`config.mk`:
```
export PLATFORM = sky130hd
export DESIGN_NAME = dct_trim_bank
export DESIGN_NICKNAME = d
export VERILOG_FILES = /design/src/logic/dct_pkg.sv /design/src/logic/dct_trim_bank.sv /design/src/logic/dct_sync3.sv /design/src/logic/dct_trim_select.sv
export SDC_FILE = /design/constraint.sdc
export NUM_CORES = 1
export LEC_CHECK = 0
export BUFFER_PORTS_ARGS = -buffer_cell sky130_fd_sc_hd__buf_2
export CORE_UTILIZATION = 40
export CTS_CLUSTER_DIAMETER = 50
export DETAILED_ROUTE_END_ITERATION = 10
export PLACE_DENSITY = 0.62
export SYNTH_ARGS = -nofsm -noshare
export SYNTH_HDL_FRONTEND = slang
export SYNTH_HIERARCHICAL = 1
export SYNTH_SLANG_ARGS = --single-unit
```
`constraint.sdc`:
```
create_clock -name mclk -period 2.2 [get_ports mclk]
set_input_delay 0.44 -clock mclk [delete_from_list [all_inputs] [get_ports mclk]]
set_output_delay 0.44 -clock mclk [all_outputs]
set_load 0.03 [all_outputs]
```
`src/logic/dct_pkg.sv`:
```
/*
  Constants of the converter calibration trim bank: register byte
  addresses, reset values, field widths and the unlock password.
  Assumes a 32-bit AXI4-Lite register bus and a single clock domain.
*/
package dct_pkg;

  localparam int TRIM_W = 12;
  localparam int CFG_W  = 13;

  localparam logic [15:0] ADDR_CFG      = 16'h2010;
  localparam logic [15:0] ADDR_KEY      = 16'h2230;
  localparam logic [15:0] ADDR_GAIN     = 16'h2260;
  localparam logic [15:0] ADDR_OFS_ATLP = 16'h2264;
  localparam logic [15:0] ADDR_OFS_DRLP = 16'h2268;
  localparam logic [15:0] ADDR_OFS_ATFS = 16'h22B8;

  localparam logic [31:0] UNLOCK_KEY    = 32'hDE87_A5AF;
  localparam logic [31:0] RST_KEY       = 32'hDE87_A5A0;
  localparam logic [11:0] RST_GAIN      = 12'h0800;
  localparam logic [11:0] RST_OFS       = 12'h0000;
  localparam logic [12:0] RST_CFG       = 13'h001E;

  localparam int CFG_ATTEN_BIT = 0;
  localparam int CFG_GAIN_BIT  = 12;

  localparam logic [1:0] RESP_OKAY   = 2'h0;
  localparam logic [1:0] RESP_SLVERR = 2'h2;

endpackage

```
`src/logic/dct_trim_bank.sv`:
```
/*
  Calibration trim bank for the fast excitation converter: unlock key,
  gain trim, three offset trims and the converter configuration, all on
  an AXI4-Lite slave. Drives the gain and the selected offset trim to the
  converter's code correction path.
  Assumes one clock, a synchronous active-high reset and a fast_mode_pin
  level from outside the clock domain (high = high speed mode).
*/
// The AXI4-Lite interface to the registers was chosen for this implementation.
`timescale 1ns/100ps
module dct_trim_bank #(
  parameter int ADDR_W = 16
) (
  input  wire logic              mclk,
  input  wire logic              sys_rst,

  input  wire logic [ADDR_W-1:0] s_axi_awaddr,
  input  wire logic [2:0]        s_axi_awprot,
  input  wire logic              s_axi_awvalid,
  output logic                   s_axi_awready,
  input  wire logic [31:0]       s_axi_wdata,
  input  wire logic [3:0]        s_axi_wstrb,
  input  wire logic              s_axi_wvalid,
  output logic                   s_axi_wready,
  output logic [1:0]             s_axi_bresp,
  output logic                   s_axi_bvalid,
  input  wire logic              s_axi_bready,
  input  wire logic [ADDR_W-1:0] s_axi_araddr,
  input  wire logic [2:0]        s_axi_arprot,
  input  wire logic              s_axi_arvalid,
  output logic                   s_axi_arready,
  output logic [31:0]            s_axi_rdata,
  output logic [1:0]             s_axi_rresp,
  output logic                   s_axi_rvalid,
  input  wire logic              s_axi_rready,

  input  wire logic              fast_mode_pin,
  output logic [11:0]            gain_trim,
  output logic [11:0]            offset_trim,
  output logic                   output_attenuator_on,
  output logic                   excitation_gain_select,
  output logic                   fast_mode,
  output logic                   trim_unlocked
);

  localparam int TW = dct_pkg::TRIM_W;
  localparam int CW = dct_pkg::CFG_W;

  if (ADDR_W < 16 || ADDR_W > 32) begin : g_chk
    $error("dct_trim_bank: ADDR_W must lie in 16..32");
  end

  typedef struct packed {
    logic [31:0]   key;
    logic [TW-1:0] gain;
    logic [TW-1:0] ofs_atlp;
    logic [TW-1:0] ofs_drlp;
    logic [TW-1:0] ofs_atfs;
    logic [CW-1:0] cfg;
    logic          aw_full;
    logic [15:0]   aw_addr;
    logic          w_full;
    logic [31:0]   w_data;
    logic [3:0]    w_strb;
    logic          awready;
    logic          wready;
    logic          bvalid;
    logic [1:0]    bresp;
    logic          arready;
    logic          rvalid;
    logic [31:0]   rdata;
    logic [1:0]    rresp;
    logic [TW-1:0] gain_out;
    logic [TW-1:0] ofs_out;
    logic          atten_out;
    logic          gsel_out;
    logic          fast_out;
    logic          unlocked;
  } dct_state_t;

  dct_state_t s_q;
  dct_state_t s_d;

  logic          fast_lvl;
  logic [TW-1:0] ofs_pick;
  logic          key_ok;
  logic [15:0]   wr_addr;
  logic [15:0]   rd_addr;
  logic [31:0]   wr_word;
  logic [31:0]   rd_word;
  logic          rd_hit;
  logic          wr_hit;

  dct_sync3 #(
    .RST_VAL (1'b0)
  ) u_fast_sync (
    .mclk      (mclk),
    .sys_rst   (sys_rst),
    .pin_in    (fast_mode_pin),
    .level_out (fast_lvl)
  );

  dct_trim_select #(
    .W (TW)
  ) u_select (
    .atten_on      (s_q.cfg[dct_pkg::CFG_ATTEN_BIT]),
    .fast_mode     (fast_lvl),
    .ofs_atten_lp  (s_q.ofs_atlp),
    .ofs_direct_lp (s_q.ofs_drlp),
    .ofs_atten_fs  (s_q.ofs_atfs),
    .ofs_sel       (ofs_pick)
  );

  // Byte-lane merge of write data onto a register's current value
  function automatic logic [31:0] lane_merge(
    input logic [31:0] old_v,
    input logic [31:0] new_v,
    input logic [3:0]  strb
  );
    logic [31:0] res;
    res = old_v;
    for (int b = 0; b < 4; b++) begin
      if (strb[b]) begin
        res[8*b +: 8] = new_v[8*b +: 8];
      end
    end
    return res;
  endfunction

  assign key_ok  = (s_q.key == dct_pkg::UNLOCK_KEY);
  assign wr_addr = {s_q.aw_addr[15:2], 2'b00};
  assign rd_addr = {s_axi_araddr[15:2], 2'b00};

  // Read decode; upper bits of every trim word read zero
  always_comb begin
    rd_word = 32'h0000_0000;
    rd_hit  = 1'b1;
    case (rd_addr)
      dct_pkg::ADDR_KEY: begin
        rd_word = s_q.key;
      end
      dct_pkg::ADDR_GAIN: begin
        rd_word = {20'h0_0000, s_q.gain};
      end
      dct_pkg::ADDR_OFS_ATLP: begin
        rd_word = {20'h0_0000, s_q.ofs_atlp};
      end
      dct_pkg::ADDR_OFS_DRLP: begin
        rd_word = {20'h0_0000, s_q.ofs_drlp};
      end
      dct_pkg::ADDR_OFS_ATFS: begin
        rd_word = {20'h0_0000, s_q.ofs_atfs};
      end
      dct_pkg::ADDR_CFG: begin
        rd_word = {19'h0_0000, s_q.cfg};
      end
      default: begin
        rd_hit = 1'b0;
      end
    endcase
  end

  always_comb begin
    s_d     = s_q;
    wr_word = 32'h0000_0000;
    wr_hit  = 1'b1;

    // Address and data channels are taken independently, in either order
    if (s_axi_awvalid && s_q.awready) begin
      s_d.aw_full = 1'b1;
      s_d.aw_addr = s_axi_awaddr[15:0];
    end
    if (s_axi_wvalid && s_q.wready) begin
      s_d.w_full = 1'b1;
      s_d.w_data = s_axi_wdata;
      s_d.w_strb = s_axi_wstrb;
    end

    if (s_q.bvalid && s_axi_bready) begin
      s_d.bvalid = 1'b0;
    end

    // Perform the write once both halves are held and no response waits
    if (s_q.aw_full && s_q.w_full && !s_q.bvalid) begin
      s_d.aw_full = 1'b0;
      s_d.w_full  = 1'b0;
      s_d.bvalid  = 1'b1;
      case (wr_addr)
        dct_pkg::ADDR_KEY: begin
          wr_word = lane_merge(s_q.key, s_q.w_data, s_q.w_strb);
          s_d.key = wr_word;
        end
        dct_pkg::ADDR_GAIN: begin
          wr_word = lane_merge({20'h0_0000, s_q.gain}, s_q.w_data, s_q.w_strb);
          // Locked writes still answer OKAY, they just change nothing
          if (key_ok) begin
            s_d.gain = wr_word[TW-1:0];
          end
        end
        dct_pkg::ADDR_OFS_ATLP: begin
          wr_word = lane_merge({20'h0_0000, s_q.ofs_atlp}, s_q.w_data, s_q.w_strb);
          s_d.ofs_atlp = wr_word[TW-1:0];
        end
        dct_pkg::ADDR_OFS_DRLP: begin
          wr_word = lane_merge({20'h0_0000, s_q.ofs_drlp}, s_q.w_data, s_q.w_strb);
          s_d.ofs_drlp = wr_word[TW-1:0];
        end
        dct_pkg::ADDR_OFS_ATFS: begin
          wr_word = lane_merge({20'h0_0000, s_q.ofs_atfs}, s_q.w_data, s_q.w_strb);
          if (key_ok) begin
            s_d.ofs_atfs = wr_word[TW-1:0];
          end
        end
        dct_pkg::ADDR_CFG: begin
          wr_word = lane_merge({19'h0_0000, s_q.cfg}, s_q.w_data, s_q.w_strb);
          s_d.cfg = wr_word[CW-1:0];
        end
        default: begin
          wr_hit = 1'b0;
        end
      endcase
      s_d.bresp = wr_hit ? dct_pkg::RESP_OKAY : dct_pkg::RESP_SLVERR;
    end

    // Ready flags follow the next hold state so they come from flops
    s_d.awready = !s_d.aw_full;
    s_d.wready  = !s_d.w_full;

    // Reads: one outstanding, data one cycle after the address is taken
    if (s_q.rvalid && s_axi_rready) begin
      s_d.rvalid  = 1'b0;
      s_d.arready = 1'b1;
    end
    if (s_axi_arvalid && s_q.arready) begin
      s_d.arready = 1'b0;
      s_d.rvalid  = 1'b1;
      s_d.rdata   = rd_word;
      s_d.rresp   = rd_hit ? dct_pkg::RESP_OKAY : dct_pkg::RESP_SLVERR;
    end

    // Converter-side outputs, registered one cycle after their sources
    s_d.gain_out  = s_q.gain;
    s_d.ofs_out   = ofs_pick;
    s_d.atten_out = s_q.cfg[dct_pkg::CFG_ATTEN_BIT];
    s_d.gsel_out  = s_q.cfg[dct_pkg::CFG_GAIN_BIT];
    s_d.fast_out  = fast_lvl;
    s_d.unlocked  = key_ok;
  end

  always_ff @(posedge mclk) begin
    if (sys_rst) begin
      s_q          <= '0;
      s_q.key      <= dct_pkg::RST_KEY;
      s_q.gain     <= dct_pkg::RST_GAIN;
      s_q.ofs_atlp <= dct_pkg::RST_OFS;
      s_q.ofs_drlp <= dct_pkg::RST_OFS;
      s_q.ofs_atfs <= dct_pkg::RST_OFS;
      s_q.cfg      <= dct_pkg::RST_CFG;
      s_q.awready  <= 1'b1;
      s_q.wready   <= 1'b1;
      s_q.arready  <= 1'b1;
      s_q.gain_out <= dct_pkg::RST_GAIN;
      s_q.ofs_out  <= dct_pkg::RST_OFS;
    end else begin
      s_q <= s_d;
    end
  end

  assign s_axi_awready          = s_q.awready;
  assign s_axi_wready           = s_q.wready;
  assign s_axi_bvalid           = s_q.bvalid;
  assign s_axi_bresp            = s_q.bresp;
  assign s_axi_arready          = s_q.arready;
  assign s_axi_rvalid           = s_q.rvalid;
  assign s_axi_rdata            = s_q.rdata;
  assign s_axi_rresp            = s_q.rresp;
  assign gain_trim              = s_q.gain_out;
  assign offset_trim            = s_q.ofs_out;
  assign output_attenuator_on   = s_q.atten_out;
  assign excitation_gain_select = s_q.gsel_out;
  assign fast_mode              = s_q.fast_out;
  assign trim_unlocked          = s_q.unlocked;

endmodule

```
`src/logic/dct_sync3.sv`:
```
/*
  Three-stage synchroniser for a level arriving from outside the clock
  domain. The output changes only once stages two and three agree.
  Assumes a synchronous active-high reset.
*/
`timescale 1ns/100ps
module dct_sync3 #(
  parameter logic RST_VAL = 1'b0
) (
  input  wire logic mclk,
  input  wire logic sys_rst,
  input  wire logic pin_in,
  output logic      level_out
);

  logic [2:0] stage_q;
  logic       level_q;

  // Stage 0 feeds only stage 1, so metastability cannot reach logic
  always_ff @(posedge mclk) begin
    if (sys_rst) begin
      stage_q <= {3{RST_VAL}};
      level_q <= RST_VAL;
    end else begin
      stage_q <= {stage_q[1:0], pin_in};
      if (stage_q[1] == stage_q[2]) begin
        level_q <= stage_q[2];
      end
    end
  end

  assign level_out = level_q;

endmodule

```
`src/logic/dct_trim_select.sv`:
```
/*
  Picks the offset trim that matches the attenuator state and the
  power mode. Purely combinational; the caller registers the result.
  Assumes all inputs are already in the caller's clock domain.
*/
`timescale 1ns/100ps
module dct_trim_select #(
  parameter int W = 12
) (
  input  wire logic         atten_on,
  input  wire logic         fast_mode,
  input  wire logic [W-1:0] ofs_atten_lp,
  input  wire logic [W-1:0] ofs_direct_lp,
  input  wire logic [W-1:0] ofs_atten_fs,
  output logic      [W-1:0] ofs_sel
);

  if (W < 1) begin : g_chk
    $error("dct_trim_select: W must be at least 1");
  end

  // No direct fast-mode trim exists here, so that corner gets no correction
  always_comb begin
    if (atten_on) begin
      ofs_sel = fast_mode ? ofs_atten_fs : ofs_atten_lp;
    end else begin
      ofs_sel = fast_mode ? '0 : ofs_direct_lp;
    end
  end

endmodule

```
-- After elaboration in Yosys (flattened, before gate mapping)
Index checks and enable logic that the tools add are counted.
- flip-flop bits (word level): 220
- input bits: 82
- output and inout bits: 69
- logic and storage cells: 94
- equal/unequal tests: 14
- muxes and demuxes: 17
- reduce and logical (&&, ||, !) cells: 28
- operators by type and width (operator ; number):
    $pmux W32 S6 ; 1
    $eq A14 B12 Y1 const B ; 12
    $mux W37 ; 1
    $mux W12 ; 3
    $mux W36 ; 1
    $eq A32 B32 Y1 const B ; 1
    $reduce_and A3 Y1 ; 10
    $mux W17 ; 1
    $reduce_and A4 Y1 ; 4
    $reduce_or A6 Y1 ; 2
    $logic_and A1 B1 Y1 ; 7
    $mux W1 ; 6
    $mux W2 ; 3
    $reduce_bool A2 Y1 ; 2
    $logic_not A1 Y1 ; 3
    $mux W3 ; 1
    $eq A1 B1 Y1 ; 1

-- Longest topological paths before layout
- word-level depth: 6
- gate-level depth with buffers: 7
- mapped depth without buffers: 5

-- Hierarchy
The synthesis kept the hierarchy.
- modules (own cells, without submodules) (module ; instances ; cells each ; area each (µm²) ; sequential area each (µm²)):
    dct_trim_bank ; 1 ; 957 ; 8565.7 ; 4244.1
    dct_trim_select ; 1 ; 28 ; 254.0 ; 0.0
    dct_sync3 ; 1 ; 10 ; 112.6 ; 80.1

-- Worst setup path before layout
Ideal clock, no wire load.
- path type: flip-flop to flip-flop
- start point: reg s_q[203] in the netlist's numbering
- end point: reg s_q, in the netlist s_d[16]
- library setup time: 0.120 ns
- arrival: 2.114 ns
- required time: 2.080 ns
- setup slack: -0.034 ns
- cell stages (with the launch flop): 7
- buffers on the path: 1
- clock period less this slack: 2.234 ns
- cell sequence: dfxtp_1 > or4b_1 > nor4_2 > nand4_2 > or4_1 > buf_4 > mux2i_1
- longest elaborated chain between the ends: 2
- ends and longest elaborated chain (element ; RTL line ; source):
    start: declaration ; dct_trim_bank.sv:81 ; dct_state_t s_q;
    $eq A32 B32 Y1 ; dct_trim_bank.sv:130 ; assign key_ok = (s_q.key == dct_pkg::UNLOCK_KEY);
    $reduce_and A4 Y1 (no source line) ; n/a ;
Every way passes these cells.
A chain may end at the register's enable or synchronous reset.

-- Worst setup path after layout
- start point: reg s_q[205] in the netlist's numbering
- end point: reg s_q[138] in the netlist's numbering
Same word-level chain as after synthesis.

==> summary by stage <==
Global route
The via count of the first global-routing pass was 6771. The final global-route overflow total is 0. The number of antenna violations at the first check in global routing is 0. The met3 usage in global routing is 3.01%. The first-pass GRT wire length is 36700 um. For this run, global-route usage on met1 was measured as 29.5%. Global routing consumed, over all layers together, 20.5% of the routing resources.

Global routing used 31.7% of the available met2 tracks. The largest net degree at the start of global routing is 90. The layer with the highest usage after global routing is met2.

Cells and area
The number of diodes is 0. Compared with the post-synthesis result, the final layout area differs by 19.7%. The proportion of layout cells with a drive suffix above 1 is 22.5%. The sequential cells in the finished layout cover a total of about 0.0043 mm2. In the layout the commonest cells are dfxtp_1, buf_2, nand2_1. The layout has 2192 filler cells. The utilization after layout is 48.8%.

The area of the multi-input gates is 0.00388 mm2. Leaving out fill and tap cells, the most frequent cell in the layout is dfxtp_1. The net count of the finished layout is 1183.

Worst setup path
The startpoint of the lowest-slack register-to-register path is s_q[205]. The data arrival time of the critical path is 2.71 ns. The signal on the critical path passes through or4b_4 > nor4_4 > nand4_4 > buf_6 > nor4_4 > buf_12 > mux2i_1.

The capturing element type of the critical path is a flip-flop. The worst setup path is launched from a flip-flop. The worst register-to-register path has a setup slack of -0.06 ns. The most numerous cell type found on the critical path is nor4_4. For this run, the slowest stage of the critical path takes around 0.54 ns. For the worst flop-to-flop path, the logic depth is 7.

The class of the most critical setup path is reg -> reg. The worst register-to-register path ends at s_q[138]. The required time of the critical path is 2.64 ns.

The slowest cell on the critical path is or4b_4. Along the worst path, the maximum fanout reaches 8.

Floorplan
The die covers approximately 0.023 mm2. The width of the chip is around 150 um. The die span in y is 151 um.

The effective utilization at floorplan is 40.8%. In this run the core area contains 54 standard-cell rows. The area of the placeable core is around 0.022 mm2.

The boundary pin count is 151.

Drt
The first TritonRoute pass finished after 5 iterations. For this run, design rule violations remaining after detail routing come to 0. The number of DRC markers in iteration 0 is 454. For this block, the routed nets add up to roughly 23000 um of wire.

Using the TritonRoute via totals, the vias-per-cell ratio works out to 5.20. The post-route antenna net violation count is 0. The routed via count is ~7300.

The post-detailed-route wirelength per cell is about 17 um.

STA
The setup-violating endpoint count in the final report is 21. The final-report hold violation count is 0. The number of pins with negative max-slew slack in the final report is 0. On the final layout, the worst hold slack is 0.144 ns. The post-route clock skew is 0.0106 ns.

After layout, the minimum clock period comes to 2.26 ns. Timing would allow up to 442 MHz. The pin slew with the least headroom to its limit is around 0.61 ns. The portion of the clock cycle consumed by the worst path in the final layout is 103%.

In the post-route analysis, the smallest setup slack over all paths is -0.0645 ns. Setup repair after global routing could not meet its margin everywhere. Measured against its own limit, the worst slew margin works out to 59.2%.

Logic synthesis
In this run the cell area of the synthesized design comes to 0.00893 mm2. The count of unique library cells instantiated by Yosys is 44. The register bit total from synthesis is 216. Yosys printed 6 warnings. The number of synthesized flops with an enable pin is 0. Among all flip-flop cells after synthesis, the most frequent one is dfxtp_1. The per-instance average area after synthesis is 8.98 um2. Counting every instance in the synthesized netlist gives 995. The share of the yosys chip area belonging to registers is 48.4%.

The async set-or-reset flop fraction in the synthesized netlist is 0%.

Power
Summed over all cells, the static leakage comes to 4.38 nW. For this design the ratio of total power to cell area is 833 mW/mm2. The maximum ir drop on the vdd rail is ~0.00051 V.

Clocking
Clock latency on the worst-skew pair, taken at its later pin, is 0.52 ns. The TritonCTS sink count is 216. Counting along the longest clock path gives a buffer depth of 3.

The H-tree level count is 1. The tree is rooted in a clkbuf_16. The count of hold-fix buffers inserted at cts is 0. The TritonCTS buffer count is 27. The clock transition at the registers of the reported paths is 0.06 ns. The TritonCTS clock tree is built.

Placed design
Buffers placed on the I/O ports in this run total 138. The placer's final routability congestion estimate is between 0.8 and 0.9. The wire-length estimate of the detail-placed layout is 16600 um.

Status
The flow ran to the end, but the final reports show violations. The final reports fail on negative setup slack.

Worst hold path
The worst hold path cell count is 2. The path with the worst hold slack has its endpoint at u_fast_sync/stage_q[0]. The class of the worst hold path is in -> reg. The startpoint identified for the worst hold timing path is fast_mode_pin.

Flow run
The max-cap check violation count is 0.
power by group:
group	total [mW]	internal, mW	switching [mW]
sequential	4.09	4.00	0.0832
combinational	0.541	0.198	0.343
clock	4.28	2.63	1.65
worst max path at each step:
| stage | startpoint | endpoint | slack, ns | cells past startpoint |
|---|---|---|---|---|
| 5_1_grt | s_q[205] | s_q[142] | -0.14 | 7 |
| 3_3_place_gp | s_q[206] | s_d[20] | -0.18 | 6 |
| 6_report | s_q[205] | s_q[138] | -0.06 | 7 |
| 2_1_floorplan | s_q[203] | s_d[16] | 0.01 | 6 |
| 4_1_cts | s_q[205] | s_q[138] | -0.06 | 7 |
| 3_5_place_dp | s_q[203] | s_d[22] | -0.22 | 6 |
critical path, delay by kind of cell, from the launching register on:
kind,cells,cell delay [ns]
buffers and inverters,2,0.35
DFF,1,0.31
muxes,1,0.18
and+or+nand+nor,4,1.33
cell type report:
class | instances | area share, %
Timing Repair Buffer | 196 | 11.1
Clock buffer | 33 | 6.63
Sequential cell | 216 | 40.5
Inverter | 24 | 0.843
Tap cell | 280 | 3.28
Clock inverter | 11 | 1.36
Multi-Input combinational cell | 636 | 36.3
synth_stat cells (4+ instances only):
cell type | number | area (um2)
nor3_1 | 6 | 30.0
nor2b_1 | 28 | 175
nand2b_1 | 39 | 244
nand3b_1 | 18 | 135
a21oi_1 | 71 | 355
or4_1 | 4 | 30.0
nand3_1 | 27 | 135
nor4_1 | 4 | 25.0
mux2i_1 | 69 | 691
nor2_1 | 93 | 349
o21ai_0 | 18 | 90.1
a211o_1 | 16 | 140
nand4b_1 | 8 | 70.1
clkbuf_1 | 52 | 195
a221oi_1 | 24 | 210
and2_1 | 7 | 43.8
buf_4 | 62 | 465
a211oi_1 | 14 | 105
nand4_1 | 5 | 31.3
dfxtp_1 | 216 | 4320
nand2_1 | 130 | 488
buf_1 | 4 | 15.0
o2bb2ai_1 | 12 | 105
inv_1 | 24 | 90.1
a22oi_1 | 20 | 150
metrics by stage:
step           power [mW]  setup WS (ns)  setup TNS (ns)  instance area, um2  std cells
5_1_grt              9.21         -0.142           -1.96               10700       1396
6_report             8.91        -0.0645          -0.659               10700       1396
2_1_floorplan        4.50         0.0107               0                8940        996
3_5_place_dp         4.71         -0.223           -3.60                9760       1350
3_3_place_gp         4.70         -0.183           -2.81                9760       1350
4_1_cts              8.97        -0.0638          -0.595               10700       1395
state kept, by name (all words and copies together) (netlist names):
register and cells:
excitation_gain_select 1, fast_mode 1, gain_trim 12, offset_trim 12, output_attenuator_on 1, s_axi_arready 1
s_axi_awready 1, s_axi_bresp 1, s_axi_bvalid 1, s_axi_rdata 32, s_axi_rresp 1, s_axi_rvalid 1
s_axi_wready 1, s_d 14, s_q 131, trim_unlocked 1, u_fast_sync/level_out 1, u_fast_sync/stage_q 3
per-layer routing:
metal,part of all wire [%],vias up
li1,-,3595
met1,49,3416
met2,44,207
met3,4.8,39
met4,2.7,0
met5,0,-
cells by family (layout without fill, tap and decap cells):
kind of cell           Yosys count  count (layout)  synth area share [%]
DFF                            216             216                  48.4
and+or+nand+nor                387             387                  21.9
buffers and inverters          144             264                  8.75
muxes                           69              69                  7.73
other                            1               2                0.0420
AOI/OAI and AO/OA              178             178                  13.2
what timing repair did:
item	4_1_cts	5_1_grt
setup buffers	2	1
pin swaps	6	1
cloned	0	0
setup endpoints to repair	24	25
gates resized for setup	8	4
(Power assumes the default switching activity.)
